**src/hdl/sfpfe_pkg.sv**
```systemverilog
// Shared constants, lane modes and state encoding for the serial flash pin front end.
package sfpfe_pkg;

    // ----------------------------------------------------------------
    // Data sizes
    // ----------------------------------------------------------------
    localparam int DATA_W = 8;
    localparam int TX_DEPTH = 32;
    localparam logic [3:0] BYTE_BITS = 4'h8;
    localparam logic [3:0] CNT_ZERO = 4'h0;
    localparam logic [7:0] TX_FILL = 8'hff;

    // ----------------------------------------------------------------
    // Opcodes seen by the front end
    // ----------------------------------------------------------------
    localparam logic [7:0] OP_QUAD_ENTER = 8'h35;
    localparam logic [7:0] OP_QUAD_EXIT = 8'hf5;

    // ----------------------------------------------------------------
    // Lane widths and output enables
    // ----------------------------------------------------------------
    typedef enum logic [1:0] {
        LANE_SINGLE = 2'h0,
        LANE_DUAL = 2'h1,
        LANE_QUAD = 2'h2
    } sfpfe_lane_type;

    localparam logic [3:0] OE_NONE = 4'h0;
    localparam logic [3:0] OE_SINGLE = 4'h2;
    localparam logic [3:0] OE_DUAL = 4'h3;
    localparam logic [3:0] OE_QUAD = 4'hf;

    typedef enum logic [1:0] {
        ST_POWERUP = 2'h0,
        ST_STANDBY = 2'h1,
        ST_ACTIVE = 2'h3,
        ST_PAUSE = 2'h2
    } sfpfe_state_type;

    // Bits moved per serial clock edge for a lane mode.
    function automatic logic [3:0] lane_step(input sfpfe_lane_type m);
        case (m)
            LANE_DUAL: lane_step = 4'h2;
            LANE_QUAD: lane_step = 4'h4;
            default: lane_step = 4'h1;
        endcase
    endfunction : lane_step

    // Output enables for a lane mode.
    function automatic logic [3:0] lane_oe(input sfpfe_lane_type m);
        case (m)
            LANE_DUAL: lane_oe = OE_DUAL;
            LANE_QUAD: lane_oe = OE_QUAD;
            default: lane_oe = OE_SINGLE;
        endcase
    endfunction : lane_oe

endpackage : sfpfe_pkg

```
**src/hdl/sfpfe_stream_if.sv**
```systemverilog
// Valid and ready stream carrier between the front end modules.
`timescale 1ns/1ps
interface sfpfe_stream_if #(parameter int W = 8) ();
    logic valid;
    logic ready;
    logic [W-1:0] data;
    modport src (output valid, output data, input ready);
    modport snk (input valid, input data, output ready);
endinterface : sfpfe_stream_if

```
**src/hdl/sfpfe_fifo.sv**
```systemverilog
// Synchronous FIFO with width and depth parameters and valid and ready on both sides.
`timescale 1ns/1ps
module sfpfe_fifo #(
    parameter int W = 8,
    parameter int DEPTH = 32
) (
    // Clock and reset
    input wire logic clk,
    input wire logic sys_rst,
    // Fill side and drain side
    sfpfe_stream_if.snk wr,
    sfpfe_stream_if.src rd
);
    import sfpfe_pkg::*;

    localparam int AW = $clog2(DEPTH);

    logic [W-1:0] mem [DEPTH];
    logic [AW:0] wr_q, wr_d, rd_q, rd_d;
    logic full, empty, push, pop;

    // ----------------------------------------------------------------
    // Pointers
    // ----------------------------------------------------------------
    always_comb begin
        empty = (wr_q == rd_q);
        full = (wr_q[AW-1:0] == rd_q[AW-1:0]) && (wr_q[AW] != rd_q[AW]);
        push = wr.valid && !full;
        pop = rd.ready && !empty;
        wr_d = push ? wr_q + 1'b1 : wr_q;
        rd_d = pop ? rd_q + 1'b1 : rd_q;
    end

    always_ff @(posedge clk or posedge sys_rst) begin
        if (sys_rst) begin
            wr_q <= '0;
            rd_q <= '0;
        end else begin
            wr_q <= wr_d;
            rd_q <= rd_d;
        end
    end

    always_ff @(posedge clk) begin
        if (push) begin
            mem[wr_q[AW-1:0]] <= wr.data;
        end
    end

    assign wr.ready = !full;
    assign rd.valid = !empty;
    assign rd.data = mem[rd_q[AW-1:0]];

endmodule : sfpfe_fifo

```
**src/hdl/sfpfe_top.sv**
```systemverilog
// Pin front end of a serial flash: select, standby, pause, lane sampling and driving.
// Notes on behaviour
// - Select high: deselected, all outputs floated, standby state.
// - Select low: leave standby, accept instructions and move data.
// - After power-up nothing is taken until select falls from high.
// - No data bits are taken while select is high.
// - Single-lane input is sampled on the rising serial clock edge.
// - Single-lane output changes on the falling serial clock edge.
// - Dual and quad lanes sample on rising edge, drive on falling edge.
// - Quad transfers use write-protect as lane two, pause as lane three.
// - Quad enable low outside four-lane command mode: lane three is pause input; otherwise data lane only.
// - Pause low while selected floats outputs and freezes the sequence.
// - Opcode 35h enters four-lane command mode, F5h or reset leaves it.
// - Works with hosts in clock modes 0 and 3.
`timescale 1ns/1ps
module sfpfe_top #(
    parameter int TX_DEPTH = sfpfe_pkg::TX_DEPTH
) (
    // Clock and reset
    input wire logic clk,
    input wire logic sys_rst,
    // Serial pins
    input wire logic sel_n,
    input wire logic sck,
    input wire logic [3:0] data_lane_in,
    output logic [3:0] data_lane_out,
    output logic [3:0] data_lane_oe,
    // Configuration
    input wire logic quad_lane_enable,
    input wire logic mode_reset,
    input wire sfpfe_pkg::sfpfe_lane_type xfer_lanes,
    input wire logic xfer_drive,
    // Received bytes
    output logic [sfpfe_pkg::DATA_W-1:0] rx_data,
    output logic rx_valid,
    output logic rx_first,
    // Bytes to send
    input wire logic [sfpfe_pkg::DATA_W-1:0] tx_data,
    input wire logic tx_valid,
    output logic tx_ready,
    // Status
    output logic standby,
    output logic paused,
    output logic write_protect_active,
    output logic four_lane_command_mode
);
    import sfpfe_pkg::*;

    // ----------------------------------------------------------------
    // Pin synchronisers
    // ----------------------------------------------------------------
    logic [5:0] sync1_q, sync2_q, prev_q;
    logic sel_s, sck_s, sck_rise, sck_fall, sel_rise;
    logic [3:0] lane_s;

    always_ff @(posedge clk or posedge sys_rst) begin
        if (sys_rst) begin
            // Select starts as not yet seen high, so power-up waits for a real high level.
            // Write-protect and pause lanes start at their released high level.
            sync1_q <= 6'h30;
            sync2_q <= 6'h30;
            prev_q <= 6'h30;
        end else begin
            sync1_q <= {data_lane_in, sck, sel_n};
            sync2_q <= sync1_q;
            prev_q <= sync2_q;
        end
    end

    always_comb begin
        sel_s = sync2_q[0];
        sck_s = sync2_q[1];
        lane_s = sync2_q[5:2];
        // Edges come from the sampled level, so either idle clock level works.
        sck_rise = sck_s && !prev_q[1];
        sck_fall = !sck_s && prev_q[1];
        sel_rise = sel_s && !prev_q[0];
    end

    // ----------------------------------------------------------------
    // Transmit FIFO
    // ----------------------------------------------------------------
    sfpfe_stream_if #(.W(DATA_W)) tx_wr ();
    sfpfe_stream_if #(.W(DATA_W)) tx_rd ();

    assign tx_wr.valid = tx_valid;
    assign tx_wr.data = tx_data;
    assign tx_ready = tx_wr.ready;

    sfpfe_fifo #(.W(DATA_W), .DEPTH(TX_DEPTH)) u_tx_fifo (
        .clk(clk),
        .sys_rst(sys_rst),
        .wr(tx_wr),
        .rd(tx_rd)
    );

    // ----------------------------------------------------------------
    // Frame state and shifting
    // ----------------------------------------------------------------
    sfpfe_state_type state_q, state_d;
    sfpfe_lane_type in_mode, out_mode;
    logic [7:0] in_sh_q, in_sh_d, out_sh_q, out_sh_d, word;
    logic [3:0] in_cnt_q, in_cnt_d, out_cnt_q, out_cnt_d, sum;
    logic first_done_q, first_done_d, quad_q, quad_d;
    logic pause_req, driving, sample;
    logic [7:0] rx_data_q, rx_data_d;
    logic rx_valid_q, rx_valid_d, rx_first_q, rx_first_d;
    logic [3:0] out_q, out_d, oe_q, oe_d;
    logic wp_q, wp_d;

    always_comb begin
        state_d = state_q;
        in_sh_d = in_sh_q;
        in_cnt_d = in_cnt_q;
        out_sh_d = out_sh_q;
        out_cnt_d = out_cnt_q;
        first_done_d = first_done_q;
        quad_d = quad_q;
        rx_data_d = rx_data_q;
        rx_valid_d = 1'b0;
        rx_first_d = rx_first_q;
        out_d = out_q;
        tx_rd.ready = 1'b0;
        word = out_sh_q;
        sum = CNT_ZERO;
        // Pause exists only while lane three is not a data lane.
        pause_req = !lane_s[3] && !quad_lane_enable && !quad_q;
        in_mode = first_done_q ? xfer_lanes : (quad_q ? LANE_QUAD : LANE_SINGLE);
        out_mode = xfer_lanes;
        driving = first_done_q && xfer_drive;
        sample = 1'b0;
        case (state_q)
            // Wait for select to be seen high before anything counts.
            ST_POWERUP: begin
                if (sel_s) begin
                    state_d = ST_STANDBY;
                end
            end
            // Falling select leaves standby.
            ST_STANDBY: begin
                if (!sel_s) begin
                    state_d = ST_ACTIVE;
                end
            end
            ST_ACTIVE: begin
                if (sel_s) begin
                    state_d = ST_STANDBY;
                end else if (pause_req) begin
                    state_d = ST_PAUSE;
                end else begin
                    sample = sck_rise && !driving;
                end
            end
            // The sequence is held, not reset, while paused.
            default: begin
                if (sel_s) begin
                    state_d = ST_STANDBY;
                end else if (!pause_req) begin
                    state_d = ST_ACTIVE;
                end
            end
        endcase
        // Rising edge samples lanes; quad uses lanes two and three too.
        if (sample) begin
            case (in_mode)
                LANE_DUAL: in_sh_d = {in_sh_q[5:0], lane_s[1:0]};
                LANE_QUAD: in_sh_d = {in_sh_q[3:0], lane_s[3:0]};
                default: in_sh_d = {in_sh_q[6:0], lane_s[0]};
            endcase
            sum = in_cnt_q + lane_step(in_mode);
            in_cnt_d = sum;
            if (sum == BYTE_BITS) begin
                in_cnt_d = CNT_ZERO;
                rx_data_d = in_sh_d;
                rx_valid_d = 1'b1;
                rx_first_d = !first_done_q;
                first_done_d = 1'b1;
                if (!first_done_q && in_sh_d == OP_QUAD_ENTER) begin
                    quad_d = 1'b1;
                end else if (!first_done_q && in_sh_d == OP_QUAD_EXIT) begin
                    quad_d = 1'b0;
                end
            end
        end
        // Falling edge moves the next bits out of the transmit word.
        if (state_q == ST_ACTIVE && state_d == ST_ACTIVE && driving && sck_fall) begin
            if (out_cnt_q == CNT_ZERO) begin
                word = tx_rd.valid ? tx_rd.data : TX_FILL;
                tx_rd.ready = 1'b1;
            end
            case (out_mode)
                LANE_DUAL: out_d = {2'h0, word[7:6]};
                LANE_QUAD: out_d = word[7:4];
                default: out_d = {2'h0, word[7], 1'b0};
            endcase
            out_sh_d = 8'(word << lane_step(out_mode));
            out_cnt_d = out_cnt_q + lane_step(out_mode);
            if (out_cnt_d == BYTE_BITS) begin
                out_cnt_d = CNT_ZERO;
            end
        end
        // Deselect drops any partial byte and ends the frame.
        if (state_d == ST_STANDBY || state_d == ST_POWERUP) begin
            in_cnt_d = CNT_ZERO;
            out_cnt_d = CNT_ZERO;
            first_done_d = 1'b0;
        end
        if (mode_reset) begin
            quad_d = 1'b0;
        end
        // Outputs float unless selected, not paused and driving.
        oe_d = (state_d == ST_ACTIVE && driving) ? lane_oe(out_mode) : OE_NONE;
        wp_d = !lane_s[2] && !quad_lane_enable && !quad_q;
    end

    always_ff @(posedge clk or posedge sys_rst) begin
        if (sys_rst) begin
            state_q <= ST_POWERUP;
            in_sh_q <= 8'h00;
            in_cnt_q <= CNT_ZERO;
            out_sh_q <= 8'h00;
            out_cnt_q <= CNT_ZERO;
            first_done_q <= 1'b0;
            quad_q <= 1'b0;
            rx_data_q <= 8'h00;
            rx_valid_q <= 1'b0;
            rx_first_q <= 1'b0;
            out_q <= 4'h0;
            oe_q <= OE_NONE;
            wp_q <= 1'b0;
        end else begin
            state_q <= state_d;
            in_sh_q <= in_sh_d;
            in_cnt_q <= in_cnt_d;
            out_sh_q <= out_sh_d;
            out_cnt_q <= out_cnt_d;
            first_done_q <= first_done_d;
            quad_q <= quad_d;
            rx_data_q <= rx_data_d;
            rx_valid_q <= rx_valid_d;
            rx_first_q <= rx_first_d;
            out_q <= out_d;
            oe_q <= oe_d;
            wp_q <= wp_d;
        end
    end

    assign data_lane_out = out_q;
    assign data_lane_oe = oe_q;
    assign rx_data = rx_data_q;
    assign rx_valid = rx_valid_q;
    assign rx_first = rx_first_q;
    assign standby = (state_q == ST_STANDBY) || (state_q == ST_POWERUP);
    assign paused = (state_q == ST_PAUSE);
    assign write_protect_active = wp_q;
    assign four_lane_command_mode = quad_q;

    // ----------------------------------------------------------------
    // Assertions
    // ----------------------------------------------------------------
    property p_desel_float;
        @(posedge clk) disable iff (sys_rst)
        (sel_s && state_q != ST_POWERUP) |=> (state_q == ST_STANDBY && data_lane_oe == OE_NONE);
    endproperty
    a_desel_float: assert property (p_desel_float) else $error("select high did not float outputs");

    property p_select_wakes;
        @(posedge clk) disable iff (sys_rst)
        (state_q == ST_STANDBY && !sel_s) |=> (state_q == ST_ACTIVE && !standby);
    endproperty
    a_select_wakes: assert property (p_select_wakes) else $error("select low did not leave standby");

    property p_powerup_quiet;
        @(posedge clk) disable iff (sys_rst)
        (state_q == ST_POWERUP) |=> !rx_valid;
    endproperty
    a_powerup_quiet: assert property (p_powerup_quiet) else $error("byte taken before first select");

    property p_no_rx_deselected;
        @(posedge clk) disable iff (sys_rst)
        sel_s |=> !rx_valid;
    endproperty
    a_no_rx_deselected: assert property (p_no_rx_deselected) else $error("byte taken while deselected");

    property p_rx_on_rise;
        @(posedge clk) disable iff (sys_rst)
        $rose(rx_valid) |-> $past(sck_rise);
    endproperty
    a_rx_on_rise: assert property (p_rx_on_rise) else $error("byte completed off a rising edge");

    property p_out_on_fall;
        @(posedge clk) disable iff (sys_rst)
        $changed(data_lane_out) |-> $past(sck_fall) && $past(state_q) == ST_ACTIVE;
    endproperty
    a_out_on_fall: assert property (p_out_on_fall) else $error("output changed off a falling edge");

    property p_quad_no_pause;
        @(posedge clk) disable iff (sys_rst)
        (quad_lane_enable && state_q == ST_ACTIVE) |=> state_q != ST_PAUSE;
    endproperty
    a_quad_no_pause: assert property (p_quad_no_pause) else $error("pause taken with quad enable set");

    property p_pause_hold;
        @(posedge clk) disable iff (sys_rst)
        (state_q == ST_PAUSE) ##1 (state_q == ST_PAUSE) |-> $stable(in_cnt_q) && data_lane_oe == OE_NONE;
    endproperty
    a_pause_hold: assert property (p_pause_hold) else $error("sequence moved or output driven in pause");

    property p_quad_enter;
        @(posedge clk) disable iff (sys_rst)
        $rose(four_lane_command_mode) |-> rx_valid && rx_first && rx_data == OP_QUAD_ENTER;
    endproperty
    a_quad_enter: assert property (p_quad_enter) else $error("four-lane mode entered without opcode");

    property p_partial_drop;
        @(posedge clk) disable iff (sys_rst)
        sel_rise |=> (in_cnt_q == CNT_ZERO) [*2];
    endproperty
    a_partial_drop: assert property (p_partial_drop) else $error("partial byte kept over deselect");

endmodule : sfpfe_top

```
**config.mk**
```make
export PLATFORM = sky130hd
export DESIGN_NAME = sfpfe_top
export DESIGN_NICKNAME = d
export VERILOG_FILES = /design/src/hdl/sfpfe_pkg.sv /design/src/hdl/sfpfe_stream_if.sv /design/src/hdl/sfpfe_fifo.sv /design/src/hdl/sfpfe_top.sv
export SDC_FILE = /design/constraint.sdc
export NUM_CORES = 1
export LEC_CHECK = 0
export BUFFER_PORTS_ARGS = -buffer_cell sky130_fd_sc_hd__buf_2
export CAP_MARGIN = 40
export CORE_UTILIZATION = 50
export CTS_BUF_LIST = sky130_fd_sc_hd__clkbuf_8
export DETAILED_ROUTE_END_ITERATION = 8
export MAX_ROUTING_LAYER = met4
export PLACE_DENSITY = 0.65
export SYNTH_ARGS = -nofsm -noshare
export SYNTH_HDL_FRONTEND = slang
export SYNTH_HIERARCHICAL = 1
export SYNTH_SLANG_ARGS = --single-unit
export TNS_END_PERCENT = 30
```
**constraint.sdc**
```tcl
create_clock -name clk -period 4.51 [get_ports clk]
set_input_delay 0 -clock clk [delete_from_list [all_inputs] [get_ports clk]]
set_output_delay 0 -clock clk [all_outputs]
set_load 0.03 [all_outputs]
```
==> impl_summary.md <==
Worst setup path
The cell occurring most often along the worst timing path is ha_1. The worst setup path is captured at a flop. Along the worst path, the maximum fanout reaches 16. For this design, the slowest cell found on the critical path is nor4_4.

In this run the critical register-to-register path is launched from first_done_q$_DFFE_PP0P_. For the worst setup path, the data arrival time is ~4.2 ns. The most critical setup path has its endpoint at four_lane_command_mode$_DFFE_PP0P_. The setup slack of the most critical reg-to-reg path is around 0.83 ns.

The setup path with the least slack is of type reg -> reg. The launching element type of the critical path is a flop. The launch point of the worst path is first_done_q$_DFFE_PP0P_. The critical path goes through mux2i_1 > ha_1 > ha_1 > inv_1 > fa_1 > xnor2_1 > or3b_2 > nor4_4 > buf_4 > nand3_1 > o211ai_1.

The delay of the slowest cell on the worst path is around 0.57 ns. Data on the critical path is required at its endpoint by around 5 ns. The endpoint of the worst-slack reg-to-reg timing path is four_lane_command_mode$_DFFE_PP0P_.

The worst register-to-register path has a depth of 11.

Detailed routing
The detailed router finished its first iteration with just over 700 violations. The number of nets with antenna violations after routing is 0. For this run, design rule violations remaining after detail routing come to 0. The via count normalized by instance count is 5.828. The final wirelength is around 27 mm. The routed layout has a little over 7,000 vias. The first detailed-routing pass ran for 7 iterations. In the final routed layout, each cell accounts on average for roughly 22 µm.

Floorplanning
The cell row count is 59. The core box area is ~0.026 mm². The initial utilization of the core area, before any placement, comes to 0.5144. Pin placement for this block handled 45 I/O pins.

The overall die height is between 150 and 200 µm. In this run the horizontal extent of the chip is 166.7 µm. The die outline area is around 0.028 mm².

STA
The headroom to the max-slew limit is 0.3984. The count of final hold-check violations was 4. The maximum clock skew at final layout is between 0.03 and 0.04 ns. For the pin with the worst max-slew slack, the measured transition is 0.8990 ns.

The final setup violation count is 0. For this run, the top clock speed supported by timing is roughly 270 MHz. In the finished design, the share of the clock period the worst path needs comes to 0.8157. The max-slew violation count was 0. The sum of negative setup slack is 0 ns. The hold slack is -0.003604 ns. Setup repair after global routing left no endpoint under its margin.

The final worst slack is 0.8311 ns. Subtracting the final worst setup slack from the clock period gives between 3 and 4 ns.

Placement
At the placement stage, the worst setup path has a slack of slightly above 0.8 ns. The placed instances occupy a cell area of ~0.014 mm². The final estimated routing congestion in global placement is 0.8377. After legalization and detailed placement, the total HPWL measured ~17 mm.

In this run the tool buffered the top-level ports with 44 buffer cells.

Run
The number of violations of the max-capacitance limit is 0.

Global routing
The sum of overflow across all layers after global routing is 0. The via count of the first global-routing pass is 7,415. The initial antenna violation count is 0. Entering global routing, the biggest net connects 37 pins. The first global-routing pass estimated between 40 and 50 mm of wire. The global-route total usage across every layer is 0.2127.

Run status
The run finished, with violations left. The final reports fail on hold timing.

Layout
The count of filler cells inserted in the layout is about 2,000. The fraction of layout instances using a drive strength above 1 is 0.2715. The design area is around 0.015 mm². The area growth from synthesis to layout is 12.65%. The count of nets after finishing is 895. Registers take roughly 0.0094 mm². The total area of multi-input combinational cells is 0.003856 mm². The number of diodes added for antenna fixing is 0.

Clock tree
The total of hold buffers inserted after clock tree synthesis is 19. Buffers added to address setup during post-CTS repair amount to 0. The count of clock tree sinks is between 300 and 400. CTS built an H-tree with a depth of 2.

The total of cells resized after clock tree synthesis is 0. Clock tree synthesis selected as its root buffer the cell clkbuf_8. In this run, CTS created clock tree buffers numbering 52. TritonCTS built the clock tree.

The clock-pin slew of the registers on the worst-case setup and hold paths is 0.06 ns. The clock insertion delay at the later pin of the skew report is 0.57 ns. The maximum clock insertion buffer count is 3.

Yosys
The Yosys step of the flow raised 6 warnings. The most used flip-flop cell after synthesis is edfxtp_1. The number of flip-flops and latches in the synthesized netlist is 326. After synthesis, the share of flip-flops with an asynchronous set or reset is 0.2147. The synthesized area per cell is 17.84 µm². The synthesized netlist contains 59 unique library cells. The cell count after synthesis is 760.

Counting every net in the synthesized netlist gives 800. The proportion of synthesized chip area in sequential cells is 0.6967. The cell area that synthesis handed to floorplanning was around 0.014 mm². Counting flops with a built-in enable in the synthesized netlist gives roughly 260.

Power and ir drop
The leakage power total is 5.430 nW. The maximum vdd ir drop is roughly 0.23 mV. Dividing total power by cell area gives a power density of 418.9 mW/mm².

Worst hold path
The path class of the tightest hold or removal check is in -> reg.
==> sequential cells by signal, indices dropped and copies added (netlist names), 2 cells and up <==
name            count
u_tx_fifo/mem     256
out_sh_q            8
rx_data             8
in_sh_q             7
sync1_q             6
sync2_q             6
u_tx_fifo/rd_q      6
u_tx_fifo/wr_q      6
data_lane_out       4
in_cnt_q            4
out_cnt_q           4
data_lane_oe        3
state_q             2
==> per-stage QoR <==
step / total power, mW / hold slack (ns) / std cells / util
finish: 6.396 / -0.003604 / 1230 / 0.5794
global route: 6.653 / 0.02249 / 1230 / 0.5794
CTS: 6.449 / 0.007364 / 1228 / 0.5788
detailed placement: 4.189 / 0.09083 / 1115 / 0.5363
global placement: 4.153 / 0.07469 / 1113 / 0.5356
floorplan: 3.971 / -0.1353 / 760 / -
==> synthesized netlist by cell type (all sizes together), types with 2 or more instances <==
master	count	area [µm²]
edfxtp	256	7687
a31o	2	17.52
and3	3	18.77
nand4	2	12.51
a21oi	10	50.05
nor4	6	67.56
mux2i	9	90.09
fa	2	40.04
ha	16	200.2
nand2b	15	93.84
nor3	6	30.03
o21a	3	22.52
nor2b	4	25.02
nand3b	6	57.56
nand3	16	80.08
a21o	2	15.01
o31ai	2	15.01
dfstp	4	105.1
xor2	5	43.79
o21ai	13	65.06
xnor2	13	113.9
and2	2	12.51
dfrtp	66	1652
a221oi	3	26.28
or4	2	15.01
mux4	85	1914
buf	16	121.4
o221ai	2	17.52
inv	19	71.31
or2	4	25.03
or3b	2	17.52
clkbuf	20	75.07
o311ai	2	17.52
nor2	52	195.2
mux2	18	202.7
o211ai	3	22.52
nand2	55	206.5
a22oi	3	22.52
==> how the worst min path moves through the flow <==
stage                     startpoint                       endpoint  slack (ns)  cells after the start
final                     tx_data[7]  u_tx_fifo/mem[3][7]$_DFFE_PP_      -0.004                      1
after global routing      tx_data[7]  u_tx_fifo/mem[6][7]$_DFFE_PP_        0.02                      1
after CTS                 tx_data[7]  u_tx_fifo/mem[7][7]$_DFFE_PP_       0.007                      1
after detailed placement     sys_rst  u_tx_fifo/rd_q[1]$_DFFE_PP0P_        0.09                      2
after global placement       sys_rst  u_tx_fifo/rd_q[1]$_DFFE_PP0P_        0.07                      2
after floorplan              sys_rst  u_tx_fifo/rd_q[0]$_DFFE_PP0P_       -0.14                      1
==> cells by family (layout without fill, tap and decap cells) <==
kind of cell | Yosys count | in the layout | synth area share
flip-flops | 326 | 326 | 0.6967
adder cells (fa/ha/maj) | 18 | 18 | 0.01772
buffers and inverters | 55 | 190 | 0.01975
AND/OR/NAND/NOR | 180 | 180 | 0.06627
multiplexers | 112 | 112 | 0.1628
AO/OA/AOI/OAI | 51 | 51 | 0.02511
XOR/XNOR | 18 | 18 | 0.01163
==> report_power, final <==
| part | total (mW) | switching [mW] | internal [mW] |
|---|---|---|---|
| clock | 2.25 | 1.10 | 1.15 |
| combinational | 0.576 | 0.373 | 0.202 |
| sequential | 3.57 | 0.113 | 3.45 |
==> layer usage <==
metal / GRT usage / share of wire / wire length [µm] / vias to the layer above
met5: - / 0 / 0 / -
met4: 0.06804 / 0.025 / 677 / 0
met3: 0.03279 / 0.061 / 1659 / 54
met2: 0.3195 / 0.46 / 12510 / 261
met1: 0.3017 / 0.45 / 12270 / 3683
li1: - / - / - / 3170
==> critical path, delay by kind of cell (launching register included) <==
| kind | cells | cell delay [ns] |
|---|---|---|
| AOI/OAI and AO/OA | 1 | 0.13 |
| buffers and inverters | 2 | 0.32 |
| muxes | 1 | 0.31 |
| xor gates and xnor gates | 1 | 0.15 |
| adders and majority gates | 3 | 1.08 |
| DFF | 1 | 0.44 |
| and+or+nand+nor | 3 | 1.14 |
==> cell usage in the layout (no fill, tap or decap), types with 4 or more instances in the layout <==
| master | Yosys | layout |
|---|---|---|
| a21oi_1 | 10 | 10 |
| buf_2 | 7 | 44 |
| buf_4 | 2 | 11 |
| clkbuf_8 | 0 | 53 |
| clkinv_1 | 0 | 15 |
| clkinv_2 | 0 | 9 |
| dfrtp_1 | 66 | 64 |
| dfstp_2 | 4 | 4 |
| dlygate4sd3_1 | 0 | 19 |
| edfxtp_1 | 256 | 256 |
| ha_1 | 16 | 16 |
| inv_1 | 18 | 31 |
| mux2_2 | 17 | 17 |
| mux2i_1 | 9 | 9 |
| mux4_2 | 85 | 85 |
| nand2_1 | 55 | 55 |
| nand2b_1 | 15 | 15 |
| nand3_1 | 16 | 16 |
| nand3b_1 | 5 | 5 |
| nor2_1 | 52 | 52 |
| nor2b_1 | 4 | 4 |
| nor3_1 | 6 | 6 |
| o21ai_0 | 11 | 11 |
| xnor2_1 | 13 | 13 |
| xor2_1 | 5 | 5 |
==> final cells by class <==
type,count,share of cell area
Sequential cell,326,0.6188
Multi-Input combinational cell,379,0.2525
Tap cell,335,0.02745
Clock buffer,53,0.04777
Inverter,19,0.004671
Clock inverter,41,0.01311
Timing Repair Buffer,77,0.03564
Power figures use the tool's default switching activity.
